### src/logic/i2cms_regs.vh
// Functional notes
// - with slave enabled, watch every start and receive or send as addressed
// - with master enabled, drive start and stop and begin transfers itself
// - as one of several masters, follow the shared clock and arbitrate
// - master enabled, slave disabled: foreign starts raise no event
// - received 7-bit address compared with own address in hardware
// - own address match while in low power raises a wake request
// - after start: 7 address bits then direction bit, 0 write, 1 read
// - a master may issue a repeated start instead of stop
// - bus rates from standard up to 1 Mbps via clock divider
// - digital glitch filter only while awake, bypassed while sleeping
// - framing and bus status handled in hardware, cpu works per byte
// - events shown as pollable status and as an event line
`ifndef I2CMS_REGS_VH
`define I2CMS_REGS_VH

// ****************************************
// register offsets
// ****************************************
`define I2CMS_ADDR_CFG   4'h0
`define I2CMS_ADDR_OWN   4'h1
`define I2CMS_ADDR_DIV   4'h2
`define I2CMS_ADDR_DATA  4'h3
`define I2CMS_ADDR_CMD   4'h4
`define I2CMS_ADDR_STAT  4'h5

// ****************************************
// field positions
// ****************************************
`define I2CMS_CFG_SLV    0
`define I2CMS_CFG_MST    1
`define I2CMS_CMD_START  0
`define I2CMS_CMD_STOP   1
`define I2CMS_CMD_XFER   2
`define I2CMS_CMD_NACK   3
`define I2CMS_ST_DONE    0
`define I2CMS_ST_HIT     1
`define I2CMS_ST_LOST    2
`define I2CMS_ST_STOP    3

// ****************************************
// timing
// ****************************************
`define I2CMS_CLK_KHZ    50000
`define I2CMS_STD_KHZ    100
`define I2CMS_DIV_RST    (`I2CMS_CLK_KHZ / (2 * `I2CMS_STD_KHZ))

`endif

### src/logic/i2cms_ctrl.v
// The register offsets and strobed register access were chosen for this implementation.
`timescale 1ns/1ps
`include "i2cms_regs.vh"
module i2cms_ctrl
(
    input  wire       clk_sys,
    input  wire       sys_rst,
    input  wire [3:0] reg_addr,
    input  wire [7:0] reg_wdata,
    input  wire       reg_wr,
    input  wire       reg_rd,
    output reg  [7:0] reg_rdata,
    input  wire       sleep_mode,
    input  wire       scl_in,
    output reg        scl_out,
    output reg        scl_oe,
    input  wire       sda_in,
    output reg        sda_out,
    output reg        sda_oe,
    output reg        event_pend,
    output reg        wake_req
);

// ****************************************
// states
// ****************************************
localparam [4:0] S_IDLE   = 5'h01;
localparam [4:0] S_ADDR   = 5'h02;
localparam [4:0] S_DATA   = 5'h04;
localparam [4:0] S_WAIT   = 5'h08;
localparam [4:0] S_SKIP   = 5'h10;
localparam [3:0] MP_OFF   = 4'h1;
localparam [3:0] MP_SETUP = 4'h2;
localparam [3:0] MP_SDA   = 4'h4;
localparam [3:0] MP_RUN   = 4'h8;
// divider reset value, kept at full width so that only its low byte is taken
localparam [31:0] DIV_RST_W = `I2CMS_DIV_RST;

// ****************************************
// storage
// ****************************************
reg  [1:0] sync1;
reg  [1:0] sync2;
reg  [1:0] hist1;
reg  [1:0] hist2;
reg  [1:0] bus_f;
reg  [1:0] bus_p;
reg        slv_en;
reg        mst_en;
reg  [6:0] own_addr;
reg  [7:0] div;
reg  [7:0] tx_byte;
reg  [7:0] rx_byte;
reg  [7:0] shreg;
reg  [3:0] bit_cnt;
reg  [7:0] mcnt;
reg  [4:0] state;
reg  [3:0] mphase;
reg        first;
reg        xmit;
reg        dir;
reg        nack;
reg        mst;
reg        stopping;
reg        busy;
reg        byte_done;
reg        addr_hit;
reg        lost;
reg        stop_seen;
reg        ack_bit;
wire [1:0] stable;
wire       scl_f;
wire       sda_f;
wire       scl_rise;
wire       scl_fall;
wire       start_det;
wire       stop_det;
wire       cmd_wr;
wire       in_byte;

// ****************************************
// input sampling and glitch filter
// ****************************************
// bit 1 is scl, bit 0 is sda; while awake a level is taken only after three equal samples
assign stable = ~(sync2 ^ hist1) & ~(hist1 ^ hist2);

always @(posedge clk_sys)
begin
    if (sys_rst)
    begin
        sync1 <= 2'h3;
        sync2 <= 2'h3;
        hist1 <= 2'h3;
        hist2 <= 2'h3;
        bus_f <= 2'h3;
        bus_p <= 2'h3;
    end
    else
    begin
        sync1 <= {scl_in, sda_in};
        sync2 <= sync1;
        hist1 <= sync2;
        hist2 <= hist1;
        if (sleep_mode)
            bus_f <= sync2;
        else
            bus_f <= (stable & sync2) | (~stable & bus_f);
        bus_p <= bus_f;
    end
end

// bus events seen on filtered lines
assign scl_f     = bus_f[1];
assign sda_f     = bus_f[0];
assign scl_rise  = scl_f & ~bus_p[1];
assign scl_fall  = ~scl_f & bus_p[1];
assign start_det = scl_f & bus_p[1] & bus_p[0] & ~sda_f;
assign stop_det  = scl_f & bus_p[1] & ~bus_p[0] & sda_f;
assign cmd_wr    = reg_wr && (reg_addr == `I2CMS_ADDR_CMD);
assign in_byte   = (state == S_ADDR) || (state == S_DATA);

// ****************************************
// configuration registers
// ****************************************
always @(posedge clk_sys)
begin
    if (sys_rst)
    begin
        slv_en   <= 1'b0;
        mst_en   <= 1'b0;
        own_addr <= 7'h00;
        div      <= DIV_RST_W[7:0];
        tx_byte  <= 8'h00;
    end
    else if (reg_wr)
    begin
        case (reg_addr)
            `I2CMS_ADDR_CFG:
            begin
                slv_en <= reg_wdata[`I2CMS_CFG_SLV];
                mst_en <= reg_wdata[`I2CMS_CFG_MST];
            end
            `I2CMS_ADDR_OWN:  own_addr <= reg_wdata[6:0];
            `I2CMS_ADDR_DIV:  div <= reg_wdata;
            `I2CMS_ADDR_DATA: tx_byte <= reg_wdata;
            default:          tx_byte <= tx_byte;
        endcase
    end
end

// ****************************************
// read port
// ****************************************
always @(posedge clk_sys)
begin
    if (sys_rst)
        reg_rdata <= 8'h00;
    else if (reg_rd)
    begin
        case (reg_addr)
            `I2CMS_ADDR_CFG:  reg_rdata <= {6'h00, mst_en, slv_en};
            `I2CMS_ADDR_OWN:  reg_rdata <= {1'b0, own_addr};
            `I2CMS_ADDR_DIV:  reg_rdata <= div;
            `I2CMS_ADDR_DATA: reg_rdata <= rx_byte;
            `I2CMS_ADDR_STAT: reg_rdata <= {mst, dir, busy, ack_bit,
                                            stop_seen, lost, addr_hit, byte_done};
            default:          reg_rdata <= 8'h00;
        endcase
    end
    else
        reg_rdata <= 8'h00;
end

// ****************************************
// byte engine and master sequencer
// ****************************************
// cpu actions come first so that a bus event in the same cycle wins
always @(posedge clk_sys)
begin
    if (sys_rst)
    begin
        scl_out    <= 1'b0;
        sda_out    <= 1'b0;
        scl_oe     <= 1'b0;
        sda_oe     <= 1'b0;
        event_pend <= 1'b0;
        wake_req   <= 1'b0;
        rx_byte    <= 8'h00;
        shreg      <= 8'h00;
        bit_cnt    <= 4'h0;
        mcnt       <= 8'h00;
        state      <= S_IDLE;
        mphase     <= MP_OFF;
        first      <= 1'b0;
        xmit       <= 1'b0;
        dir        <= 1'b0;
        nack       <= 1'b0;
        mst        <= 1'b0;
        stopping   <= 1'b0;
        busy       <= 1'b0;
        byte_done  <= 1'b0;
        addr_hit   <= 1'b0;
        lost       <= 1'b0;
        stop_seen  <= 1'b0;
        ack_bit    <= 1'b0;
    end
    else
    begin
        scl_out <= 1'b0;                                     // open drain: only pulls low
        sda_out <= 1'b0;
        // status clears, write one to clear
        if (reg_wr && reg_addr == `I2CMS_ADDR_STAT)
        begin
            addr_hit  <= addr_hit & ~reg_wdata[`I2CMS_ST_HIT];
            lost      <= lost & ~reg_wdata[`I2CMS_ST_LOST];
            stop_seen <= stop_seen & ~reg_wdata[`I2CMS_ST_STOP];
        end
        if (!sleep_mode)
            wake_req <= 1'b0;
        // start or repeated start request
        if (cmd_wr && reg_wdata[`I2CMS_CMD_START] && mst_en &&
            (!busy || (mst && state == S_WAIT)))
        begin
            shreg     <= tx_byte;
            mst       <= 1'b1;
            stopping  <= 1'b0;
            sda_oe    <= 1'b0;
            mcnt      <= 8'h00;
            mphase    <= MP_SETUP;
            byte_done <= 1'b0;
        end
        else if (cmd_wr && reg_wdata[`I2CMS_CMD_STOP] && mst && state == S_WAIT)
        begin
            sda_oe    <= 1'b1;
            stopping  <= 1'b1;
            mcnt      <= 8'h00;
            mphase    <= MP_SETUP;
            byte_done <= 1'b0;
        end
        else if (cmd_wr && reg_wdata[`I2CMS_CMD_XFER] && state == S_WAIT)
        begin
            state     <= S_DATA;
            bit_cnt   <= 4'h0;
            first     <= 1'b0;
            byte_done <= 1'b0;
            nack      <= reg_wdata[`I2CMS_CMD_NACK];
            if (xmit)
                shreg <= tx_byte;
            sda_oe    <= xmit & ~tx_byte[7];
        end
        // slave lets go of the clock one cycle after data is set up
        if (!mst && scl_oe && state == S_DATA)
            scl_oe <= 1'b0;
        // master clock and framing generation
        case (mphase)
            MP_SETUP:
            begin
                scl_oe <= 1'b0;
                if (scl_f)
                begin
                    if (mcnt == div)
                    begin
                        mcnt <= 8'h00;
                        if (stopping)
                        begin
                            sda_oe <= 1'b0;
                            mst    <= 1'b0;
                            mphase <= MP_OFF;
                        end
                        else
                        begin
                            sda_oe <= 1'b1;
                            mphase <= MP_SDA;
                        end
                    end
                    else
                        mcnt <= mcnt + 8'h01;
                end
            end
            MP_SDA:
            begin
                if (mcnt == div)
                begin
                    scl_oe <= 1'b1;
                    mcnt   <= 8'h00;
                    mphase <= MP_RUN;
                end
                else
                    mcnt <= mcnt + 8'h01;
            end
            MP_RUN:
            begin
                if (state == S_WAIT)
                begin
                    scl_oe <= 1'b1;
                    mcnt   <= 8'h00;
                end
                else if (scl_oe)
                begin
                    if (mcnt == div)
                    begin
                        scl_oe <= 1'b0;
                        mcnt   <= 8'h00;
                    end
                    else
                        mcnt <= mcnt + 8'h01;
                end
                else if (scl_f)
                begin
                    if (mcnt == div)
                    begin
                        scl_oe <= 1'b1;
                        mcnt   <= 8'h00;
                    end
                    else
                        mcnt <= mcnt + 8'h01;
                end
                else if (mcnt != 8'h00)
                begin
                    scl_oe <= 1'b1;
                    mcnt   <= 8'h00;
                end
            end
            default:
                mcnt <= 8'h00;
        endcase
        // bus framing and bit handling
        if (stop_det)
        begin
            if (state != S_IDLE && state != S_SKIP)
                stop_seen <= 1'b1;
            state <= S_IDLE;
            busy  <= 1'b0;
        end
        else if (start_det)
        begin
            busy    <= 1'b1;
            first   <= 1'b1;
            bit_cnt <= 4'h0;
            xmit    <= mst;
            if (mst || slv_en)
                state <= S_ADDR;
            else
                state <= S_SKIP;
        end
        else if (in_byte && scl_rise)
        begin
            if (bit_cnt[3])
                ack_bit <= sda_f;
            else
            begin
                shreg <= {shreg[6:0], sda_f};
                if (mst && xmit && !sda_oe && !sda_f)
                begin
                    lost   <= 1'b1;
                    mst    <= 1'b0;
                    xmit   <= 1'b0;
                    mphase <= MP_OFF;
                    scl_oe <= 1'b0;
                    state  <= (state == S_ADDR && slv_en) ? S_ADDR : S_SKIP;
                end
            end
        end
        else if (in_byte && scl_fall)
        begin
            if (first)
            begin
                first  <= 1'b0;
                sda_oe <= xmit & ~shreg[7];
            end
            else if (bit_cnt == 4'h7)
            begin
                bit_cnt <= 4'h8;
                rx_byte <= shreg;
                if (state == S_ADDR)
                begin
                    dir <= shreg[0];
                    if (mst)
                        sda_oe <= 1'b0;
                    else if (shreg[7:1] == own_addr)
                    begin
                        sda_oe   <= 1'b1;
                        addr_hit <= 1'b1;
                        if (sleep_mode)
                            wake_req <= 1'b1;
                    end
                    else
                    begin
                        sda_oe <= 1'b0;
                        state  <= S_SKIP;
                    end
                end
                else
                    sda_oe <= ~xmit & ~nack;
            end
            else if (bit_cnt == 4'h8)
            begin
                sda_oe    <= 1'b0;
                state     <= S_WAIT;
                byte_done <= 1'b1;
                scl_oe    <= 1'b1;
                if (state == S_ADDR)
                    xmit <= mst ? ~dir : dir;
            end
            else
            begin
                bit_cnt <= bit_cnt + 4'h1;
                sda_oe  <= xmit & ~shreg[7];
            end
        end
        event_pend <= byte_done | addr_hit | lost | stop_seen;
    end
end

endmodule

### config.mk
export PLATFORM = sky130hd
export DESIGN_NAME = i2cms_ctrl
export DESIGN_NICKNAME = d
export VERILOG_FILES = /design/src/logic/i2cms_ctrl.v
export VERILOG_INCLUDE_DIRS = /design/src /design/src/logic
export SDC_FILE = /design/constraint.sdc
export NUM_CORES = 1
export LEC_CHECK = 0
export BUFFER_PORTS_ARGS = -buffer_cell sky130_fd_sc_hd__buf_2
export CAP_MARGIN = 20
export CORE_MARGIN = 2
export CORE_UTILIZATION = 53
export DETAILED_ROUTE_END_ITERATION = 10
export PLACE_DENSITY = 0.8
export SLEW_MARGIN = 15
export SYNTH_ARGS = -nofsm -noshare
export SYNTH_HDL_FRONTEND = slang
export SYNTH_SLANG_ARGS = --single-unit
### constraint.sdc
create_clock -name clk_sys -period 3.8 [get_ports clk_sys]
set_clock_uncertainty 0.15 [all_clocks]
set_input_delay 0.19 -clock clk_sys [delete_from_list [all_inputs] [get_ports clk_sys]]
set_output_delay 0.19 -clock clk_sys [all_outputs]
set_load 0.05 [all_outputs]
# Word level (Yosys, flattened, before mapping)

Cells that the tools add are included.

Register bits after elaboration: 98
Output and inout bits: 14
Logic and storage cells: 304

Add/sub/neg operators: 2
Eq/ne operators: 21
Mux-type cells: 159
Bitwise operators: 44
Reduce and logical (&&, ||, !) cells: 44

Operator list:

| kind                | number |
|---|---|
| $mux 8              | 16 |
| $mux 1              | 101 |
| $mux 4              | 20 |
| $mux 5              | 16 |
| $pmux 8 s5          | 1 |
| $pmux 8 s3          | 1 |
| $logic_and 1x1->1   | 20 |
| $not 1->1           | 19 |
| $eq 4x3->1 const B  | 4 |
| $and 1x1->1         | 13 |
| $eq 4x2->1 const B  | 3 |
| $reduce_bool 3->1   | 3 |
| $add 8x1->8 const B | 1 |
| $eq 4x4->1 const B  | 2 |
| $eq 8x8->1          | 1 |
| $pmux 4 s2          | 1 |
| $reduce_and 2->1    | 4 |
| $reduce_and 8->1    | 1 |
| $reduce_bool 8->1   | 1 |
| $eq 7x7->1          | 1 |
| $reduce_and 7->1    | 1 |
| $and 2x2->2         | 3 |
| $ne 3x3->1 const B  | 2 |
| $not 2->2           | 3 |
| 22 further kinds    | 32 |

# Logic depth before layout (Yosys ltp)

Gate-level depths: netlist of run 1.

Depth in word-level cells: 16
Gate-level depth with buffers: 7
Gate-level depth less buffers: 7

# Worst setup path before layout of run 1

OpenSTA, ideal clock, no wires.

Path kind: reg2reg
Start point: register state[1]
End point: register mcnt[3]
Arrival: 1.928 ns
Data required time: 3.528 ns
Setup slack: 1.600 ns
Stages on the path, launching flop included: 7
Clock period less this slack: 2.200 ns
Path through: dfxtp_1 > buf_2 > or4_1 > o32ai_1 > nand2_1 > and3_1 > a221o_1

Longest elaborated chain between the ends: 10

Ends and longest elaborated chain:

| element                  | RTL line                                             | source |
|---|---|---|
| start: declaration       | i2cms_ctrl.v:57                                      | `reg [4:0] state;` |
| start signal: assignment | i2cms_ctrl.v:360                                     | `state <= (state == S_ADDR && slv_en) ? S_ADDR : S_SKIP;` |
| $eq 5x4->1 (*)           | i2cms_ctrl.v:222, i2cms_ctrl.v:232, i2cms_ctrl.v:293 |  |
| $logic_and 1x1->1        | i2cms_ctrl.v:222                                     | `(!busy \|\| (mst && state == S_WAIT)))` |
| $logic_or 1x1->1         | i2cms_ctrl.v:222                                     |  |
| $logic_and 1x1->1        | i2cms_ctrl.v:221                                     | `` if (cmd_wr && reg_wdata[`I2CMS_CMD_START] && mst_en && `` |
| $mux 8                   | i2cms_ctrl.v:221                                     |  |
| $mux 8                   | i2cms_ctrl.v:318                                     | `else if (mcnt != 8'h00)` |
| $mux 8                   | i2cms_ctrl.v:308                                     | `else if (scl_f)` |
| $mux 8                   | i2cms_ctrl.v:298                                     | `else if (scl_oe)` |
| $mux 8                   | i2cms_ctrl.v:293                                     | `if (state == S_WAIT)` |
| $pmux 8 s3 (*)           | i2cms_ctrl.v:255                                     | `case (mphase)` |
| end signal: assignment   | i2cms_ctrl.v:289                                     | `mcnt <= mcnt + 8'h01;` |
| end signal: assignment   | i2cms_ctrl.v:306                                     | `mcnt <= mcnt + 8'h01;` |
| end signal: assignment   | i2cms_ctrl.v:316                                     | `mcnt <= mcnt + 8'h01;` |
| end: declaration         | i2cms_ctrl.v:56                                      | `reg [7:0] mcnt;` |

Mark *: on every way between the ends. The rest lies on a longest branch, timed or not.
A chain may end at the register's enable or synchronous reset.

# Worst setup path in the final report of run 1

Start point: register mcnt[0]
End point: register mcnt[0]

Longest elaborated chain between the ends: 7

Ends and longest elaborated chain:

| element                                                             | RTL line         | source |
|---|---|---|
| start signal: assignment                                            | i2cms_ctrl.v:277 | `mcnt <= mcnt + 8'h01;` |
| start signal: assignment                                            | i2cms_ctrl.v:289 |  |
| start signal: assignment                                            | i2cms_ctrl.v:306 |  |
| parallel branches: the longest is 6 deep, another holds $add 8x1->8 | --               |  |
| $pmux 8 s3 (*)                                                      | i2cms_ctrl.v:255 |  |

Mark *: on every way between the ends.

==> run metrics, run 1 <==
Highest Clock Rate 0.406 GHz; H-tree Lvls 3; Slew headroom 0.452; port buffer count 30; vias in the first global route 3,962; fin util 0.596; GPL Wtd Cong 0.881; placed cell count 664; RSZ-0062 raised after global routing false; CP cell instances inv_1 > ha_1 > or4b_2 > nor4_1 > a31o_2 > and3_1 > mux2_2; mux contribution to synthesized area 0.0367; core area 0.00864 mm^2; CTS tree built; number of DRC markers in iteration 0 480; final wirelength 12,400 um; routed wl met3 920 um; Chip Width 97.9 um; routed via count 4,326; met1 wire length 5420 um; Initial Util 0.541; die height 97.9 um; worst skew pair latency 380 ps; Psw 461 uW; Max stage delay cell, worst path or4b_2; wire length on met2 5730 um; pwr dens 349 mW/mm^2; Slew @ Worst Pin 815 ps; Power, Total 1.80 mW; Synth Area in Compound Gates 0.180; internal power 1.34 mW; leakage power total 1.87 nW; top sig layer met4; number of buffers created by CTS 9; hold crit path type in2reg; post-synth cell types 58; Max IR drop VDD 0.000160 V; initial antenna violation count 0; final std cells w/o fill 688; # DRC 0; max-cap violations 0; clock share of power 0.361; CP max FO 5; Post-Synth XOR/XNOR Area 0.0375; min Tclk post-route 2460 ps; row cnt 34; CP bufs+invs 1; CP startpoint kind flop; Synth Flop Type dfxtp_1; Logic pwr share 0.057; root buffer cell clkbuf_8; gr usage total 0.258; clock transition at the registers of the reported paths 100 ps; synthesized-area fraction occupied by adder cells 0.0107; HPWL Detailed 8810 um; crit share post-route 0.648; Yosys reg bits 98; largest net degree at the start of global routing 36; I/O pin count 33; diode count 0; number of flops mapped to enable cells by yosys 0; fin. max-slew vios 0; final hold vios 0; Max clock buf depth 2; post-synthesis simple-gate area fraction 0.276; synthesized area 0.00467 mm^2; gr ovfl total 0; vias per inst 6.29; die footprint 0.00958 mm^2; crit-path leading delay family simple AND/OR/NAND/NOR gates; final net count 598; Synth warnings 0; status completed; Avg WL per Cell 18.0 um; Post-Syn Area per Cell 8.48 um^2; Initial DRT Pass Iterations 5; setup TNS 0 ps; share of layout cells above drive strength 1 0.134; pre-CTS setup slack 1400 ps; post-CTS resize count 0; final setup fails 0; CP arrival 2620 ps; FFs w/ async S/R, synth 0; post-route ant nets 0; Cells after Synth 551; crit path capture type flop; Layout area overhead 10.2%; share of the yosys chip area belonging to registers 0.420; Worst path max stage delay 590 ps; Seq pwr share 0.583; Post-CTS Hold Buffers 8; required time worst endpoint 3960 ps; final worst setup slack 1340 ps; first-pass GRT wire length 20,100 um; main combinational cell family by area after synthesis simple AND/OR/NAND/NOR gates; switching share of power 0.256; post-CTS setup buffer count 0; critical path type reg2reg; clock sink count 98
==> kinds of logic after synthesis <==
logic type               count (synthesis)
flip-flops                              98
buffers and inverters                   44
XOR/XNOR                                20
other                                    1
adder cells (fa/ha/maj)                  4
AND/OR/NAND/NOR                        244
multiplexers                            17
AO/OA/AOI/OAI                          123
==> worst register-to-register path: stages, from the launching register on <==
cell and delay (ps):
dfxtp_1 370, inv_1 80, ha_1 130, or4b_2 590
nor4_1 420, a31o_2 250, and3_1 250, mux2_2 180
==> registers in the layout, summed over array words and instances (netlist names), 5 cells and up, named ones only <==
name,cells
div,8
mcnt,8
reg_rdata,8
rx_byte,8
shreg,8
tx_byte,8
own_addr,7
state,5
==> metrics by stage <==
| step | instance area, um^2 | hold WS [ps] |
|---|---|---|
| after global placement | 4880 | 225 |
| after floorplan | 4680 | 144 |
| after global routing | 5150 | 26.0 |
| after CTS | 5150 | 18.4 |
| final | 5150 | 22.5 |
| after detailed placement | 4880 | 229 |
==> placed cells by master, fill, tap and decap left out, types with 8 or more instances in the layout <==
| master | Yosys | final |
|---|---|---|
| a211oi_1 | 13 | 13 |
| a21oi_1 | 45 | 45 |
| a222oi_1 | 8 | 8 |
| a31oi_1 | 10 | 10 |
| buf_2 | 2 | 30 |
| clkbuf_8 | 0 | 10 |
| dfxtp_1 | 98 | 98 |
| dlygate4sd3_1 | 0 | 8 |
| inv_1 | 11 | 11 |
| mux2i_1 | 16 | 16 |
| nand2_1 | 56 | 56 |
| nand3_1 | 49 | 49 |
| nor2_1 | 49 | 49 |
| o21ai_0 | 11 | 11 |
| or2_2 | 14 | 14 |
| xor2_1 | 15 | 15 |
==> final cells by class <==
cell class / instances / area [um^2]
Sequential cell: 98 / 1960
Clock buffer: 10 / 138
Multi-Input combinational cell: 410 / 2540
Inverter: 11 / 41.3
Timing Repair Buffer: 45 / 283
Tap cell: 108 / 135
Clock inverter: 6 / 47.5
Fill cell: 748 / 3490
==> cells in the mapped netlist (10+ instances only) <==
cell,n,share of area
a31oi_1,10,0.013
a211oi_1,13,0.021
o21ai_0,11,0.012
xor2_1,15,0.028
or2_2,14,0.019
nor2_1,49,0.039
clkbuf_1,27,0.022
nand2_1,56,0.045
nand3_1,49,0.052
a21oi_1,45,0.048
dfxtp_1,98,0.42
inv_1,11,0.0088
mux2i_1,16,0.034
==> per-layer routing <==
metal | global-route usage | up-vias
li1 | - | 2062
met1 | 0.362 | 2044
met2 | 0.403 | 190
met3 | 0.0437 | 30
met4 | 0.0919 | 0
met5 | 0 | -
==> final timing paths <==
kind / depth (start not counted) / startpoint / slack, ps / endpoint
max: 7 / mcnt[0]$_SDFF_PP0_ / 1340 / mcnt[0]$_SDFF_PP0_
max reg2reg: 7 / mcnt[0]$_SDFF_PP0_ / 1340 / mcnt[0]$_SDFF_PP0_
min reg2reg: 1 / sync1[1]$_SDFF_PP1_ / 270 / sync2[1]$_SDFF_PP1_
min: 3 / reg_wdata[0] / 20 / div[0]$_SDFFE_PP0P_
==> power groups by stage <==
stage | logic, mW | registers (mW) | clock network, mW
after floorplan | 0.0599 | 1.07 | 0
after global placement | 0.0912 | 1.07 | 0
after detailed placement | 0.0929 | 1.07 | 0
after CTS | 0.0997 | 1.05 | 0.647
after global routing | 0.109 | 1.05 | 0.699
final | 0.102 | 1.05 | 0.648
Power figures use the tool's default switching activity.
==> run 2: changes to the inputs <==
Settings changed: ABC_AREA set to 1, PLACE_DENSITY 0.8 to 0.83.
Clock period 3.8 ns to 2 ns, I/O delays scaled along.
==> run 2 against run 1 <==
Setup slack worse by 1200 ps; die area up 7.4%; sequential power grew 89%; highest routed layer unchanged; clock power up 90%; cell count grew 25%.
==> run metrics, run 2 <==
pre-CTS setup slack 70.8 ps; setup TNS 0 ps; initial antenna violation count 0; Post-Syn Area per Cell 7.51 um^2; first-pass GRT wire length 21,200 um; pwr dens 599 mW/mm^2; Max IR drop VDD 0.000393 V; fin util 0.619; post-route ant nets 0; Layout area overhead 13.7%; highest-count cells in the layout ignoring fill and taps 102 x nand2_1, 97 x dfxtp_1, 90 x inv_1, 59 x nor2_1, 57 x a21oi_1; most common cell after layout, fill and taps aside nand2_1; post-synth cell types 54; number of DRC markers in iteration 0 498; FFs w/ async S/R, synth 0; clock share of power 0.360; CTS tree built; met1 wire length 5770 um; Synth Flop Type dfxtp_1; wire length on met2 5900 um; die height 101 um; final hold vios 0; leading area contributor after synthesis dfxtp_1; Chip Width 101 um; Max clock buf depth 2; critical path type reg2reg; min Tclk post-route 1870 ps; H-tree Lvls 3; vias in the first global route 4,359; I/O pin count 33; Slew headroom 0.666; number of flops mapped to enable cells by yosys 0; fin. max-slew vios 0; worst skew pair latency 370 ps; Power, Total 3.42 mW; vias per inst 5.57; core area 0.00924 mm^2; final setup fails 0; final wirelength 13,100 um; Initial Util 0.544; synthesized area 0.00503 mm^2; required time worst endpoint 2150 ps; CP startpoint kind flop; Cells after Synth 670; clock transition at the registers of the reported paths 100 ps; Highest Clock Rate 0.536 GHz; final worst setup slack 134 ps; Fill cells 795; Logic pwr share 0.063; share of layout cells above drive strength 1 0.190; clock sink count 98; number of buffers created by CTS 9; CP max FO 7; most common library cells after synthesis 102 x nand2_1, 98 x dfxtp_1, 90 x inv_1, 60 x nor2_1, 57 x a21oi_1; gr ovfl total 0; Synth warnings 0; Slew @ Worst Pin 500 ps; Initial DRT Pass Iterations 5; routed wl met3 997 um; row cnt 35; CP arrival 2010 ps; final net count 746; gr usage total 0.262; top sig layer met4; top post-synthesis cells by area dfxtp_1 39%, nand2_1 7.6%, inv_1 6.7%, a21oi_1 5.7%, nor2_1 4.5%; max-cap violations 0; largest net degree at the start of global routing 40; hold crit path type in2reg; diode count 0; share of the yosys chip area belonging to registers 0.390; die footprint 0.0103 mm^2; internal power 2.55 mW; Psw 875 uW; HPWL Detailed 9650 um; root buffer cell clkbuf_8; status completed; crit path capture type flop; top cell type's share of synthesized area 0.390; RSZ-0062 raised after global routing false; # DRC 0; GPL Wtd Cong 0.939; leakage power total 2.54 nW; Avg WL per Cell 15.2 um; Yosys reg bits 98; Seq pwr share 0.578; crit share post-route 0.933; count leader, synth nand2_1; switching share of power 0.256; routed via count 4,772; port buffer count 30
-- run 2: changes by cell type in the layout (fill, tap and decap cells not counted), sizes merged, moves of 9 or more --
cell    change
mux2i      -16
o21ai      +45
a21oi      +14
nor2       +23
buf        +11
a211oi     -10
inv        +91
nor4b       -9
nand2      +58
-- run 2: final timing paths --
path                            slack [ps]                start  cells past startpoint             endpoint
worst min-delay path                    60          reg_addr[1]                      6  mst_en$_SDFFE_PP0P_
worst max register to register         130   mcnt[0]$_SDFF_PP0_                      8   mcnt[6]$_SDFF_PP0_
worst min register to register         280  sync1[0]$_SDFF_PP1_                      1  sync2[0]$_SDFF_PP1_
worst max-delay path                   130   mcnt[0]$_SDFF_PP0_                      8   mcnt[6]$_SDFF_PP0_
-- run 2: power groups by stage --
stage | logic, mW | clock network [mW] | registers (mW)
after floorplan | 0.111 | 0 | 2.02
after global placement | 0.184 | 0 | 2.02
after detailed placement | 0.188 | 0 | 2.02
after CTS | 0.210 | 1.24 | 1.98
after global routing | 0.231 | 1.33 | 1.98
final | 0.215 | 1.23 | 1.98
-- run 2: logic make-up (layout without fill, tap and decap cells) --
logic type / count (synthesis) / count (layout) / synth area share
compound gates: 160 / 160 / 0.197
xor+xnor: 13 / 13 / 0.0226
other cells: 1 / 2 / 0.000745
flops: 98 / 98 / 0.390
simple gates: 268 / 268 / 0.277
fa+ha+maj: 4 / 4 / 0.00995
buf+inv: 126 / 183 / 0.103
-- run 2: layer usage --
layer | global-route usage | up-vias
met2 | 0.415 | 206
li1 | - | 2313
met1 | 0.365 | 2214
met4 | 0.105 | 0
met3 | 0.0324 | 39
met5 | 0 | -
-- run 2: critical path, cell delays in order (launching register included) --
cell and delay [ps]:
dfxtp_1 360, inv_1 110, ha_1 150, nand3b_1 60
or2_2 290, nand3b_1 210, a21oi_4 260, nand2_1 80
a21oi_1 150
-- run 2: layout make-up --
cell class / count / area (um^2) / share of cell area
Clock inverter: 6 / 50.0 / 0.00875
Multi-Input combinational cell: 447 / 2560 / 0.447
Timing Repair Buffer: 62 / 450 / 0.0788
Clock buffer: 10 / 138 / 0.0241
Tap cell: 129 / 161 / 0.0282
Inverter: 105 / 400 / 0.0700
Sequential cell: 98 / 1960 / 0.343
-- run 2: per-stage QoR --
step	cell area (um^2)	hold WS (ps)	cells
final	5720	57.6	857
after CTS	5680	48.1	854
after global placement	5350	133	824
after detailed placement	5350	135	824
after global routing	5720	91.5	857
after floorplan	5030	53.8	671
-- run 2: timing repair --
action,4_1_cts,5_1_grt
hold endpoints to repair,44,0
gates resized for setup,0,3
endpoints found under the setup margin,0,18
hold buffers,14,0
setup buffers,0,3
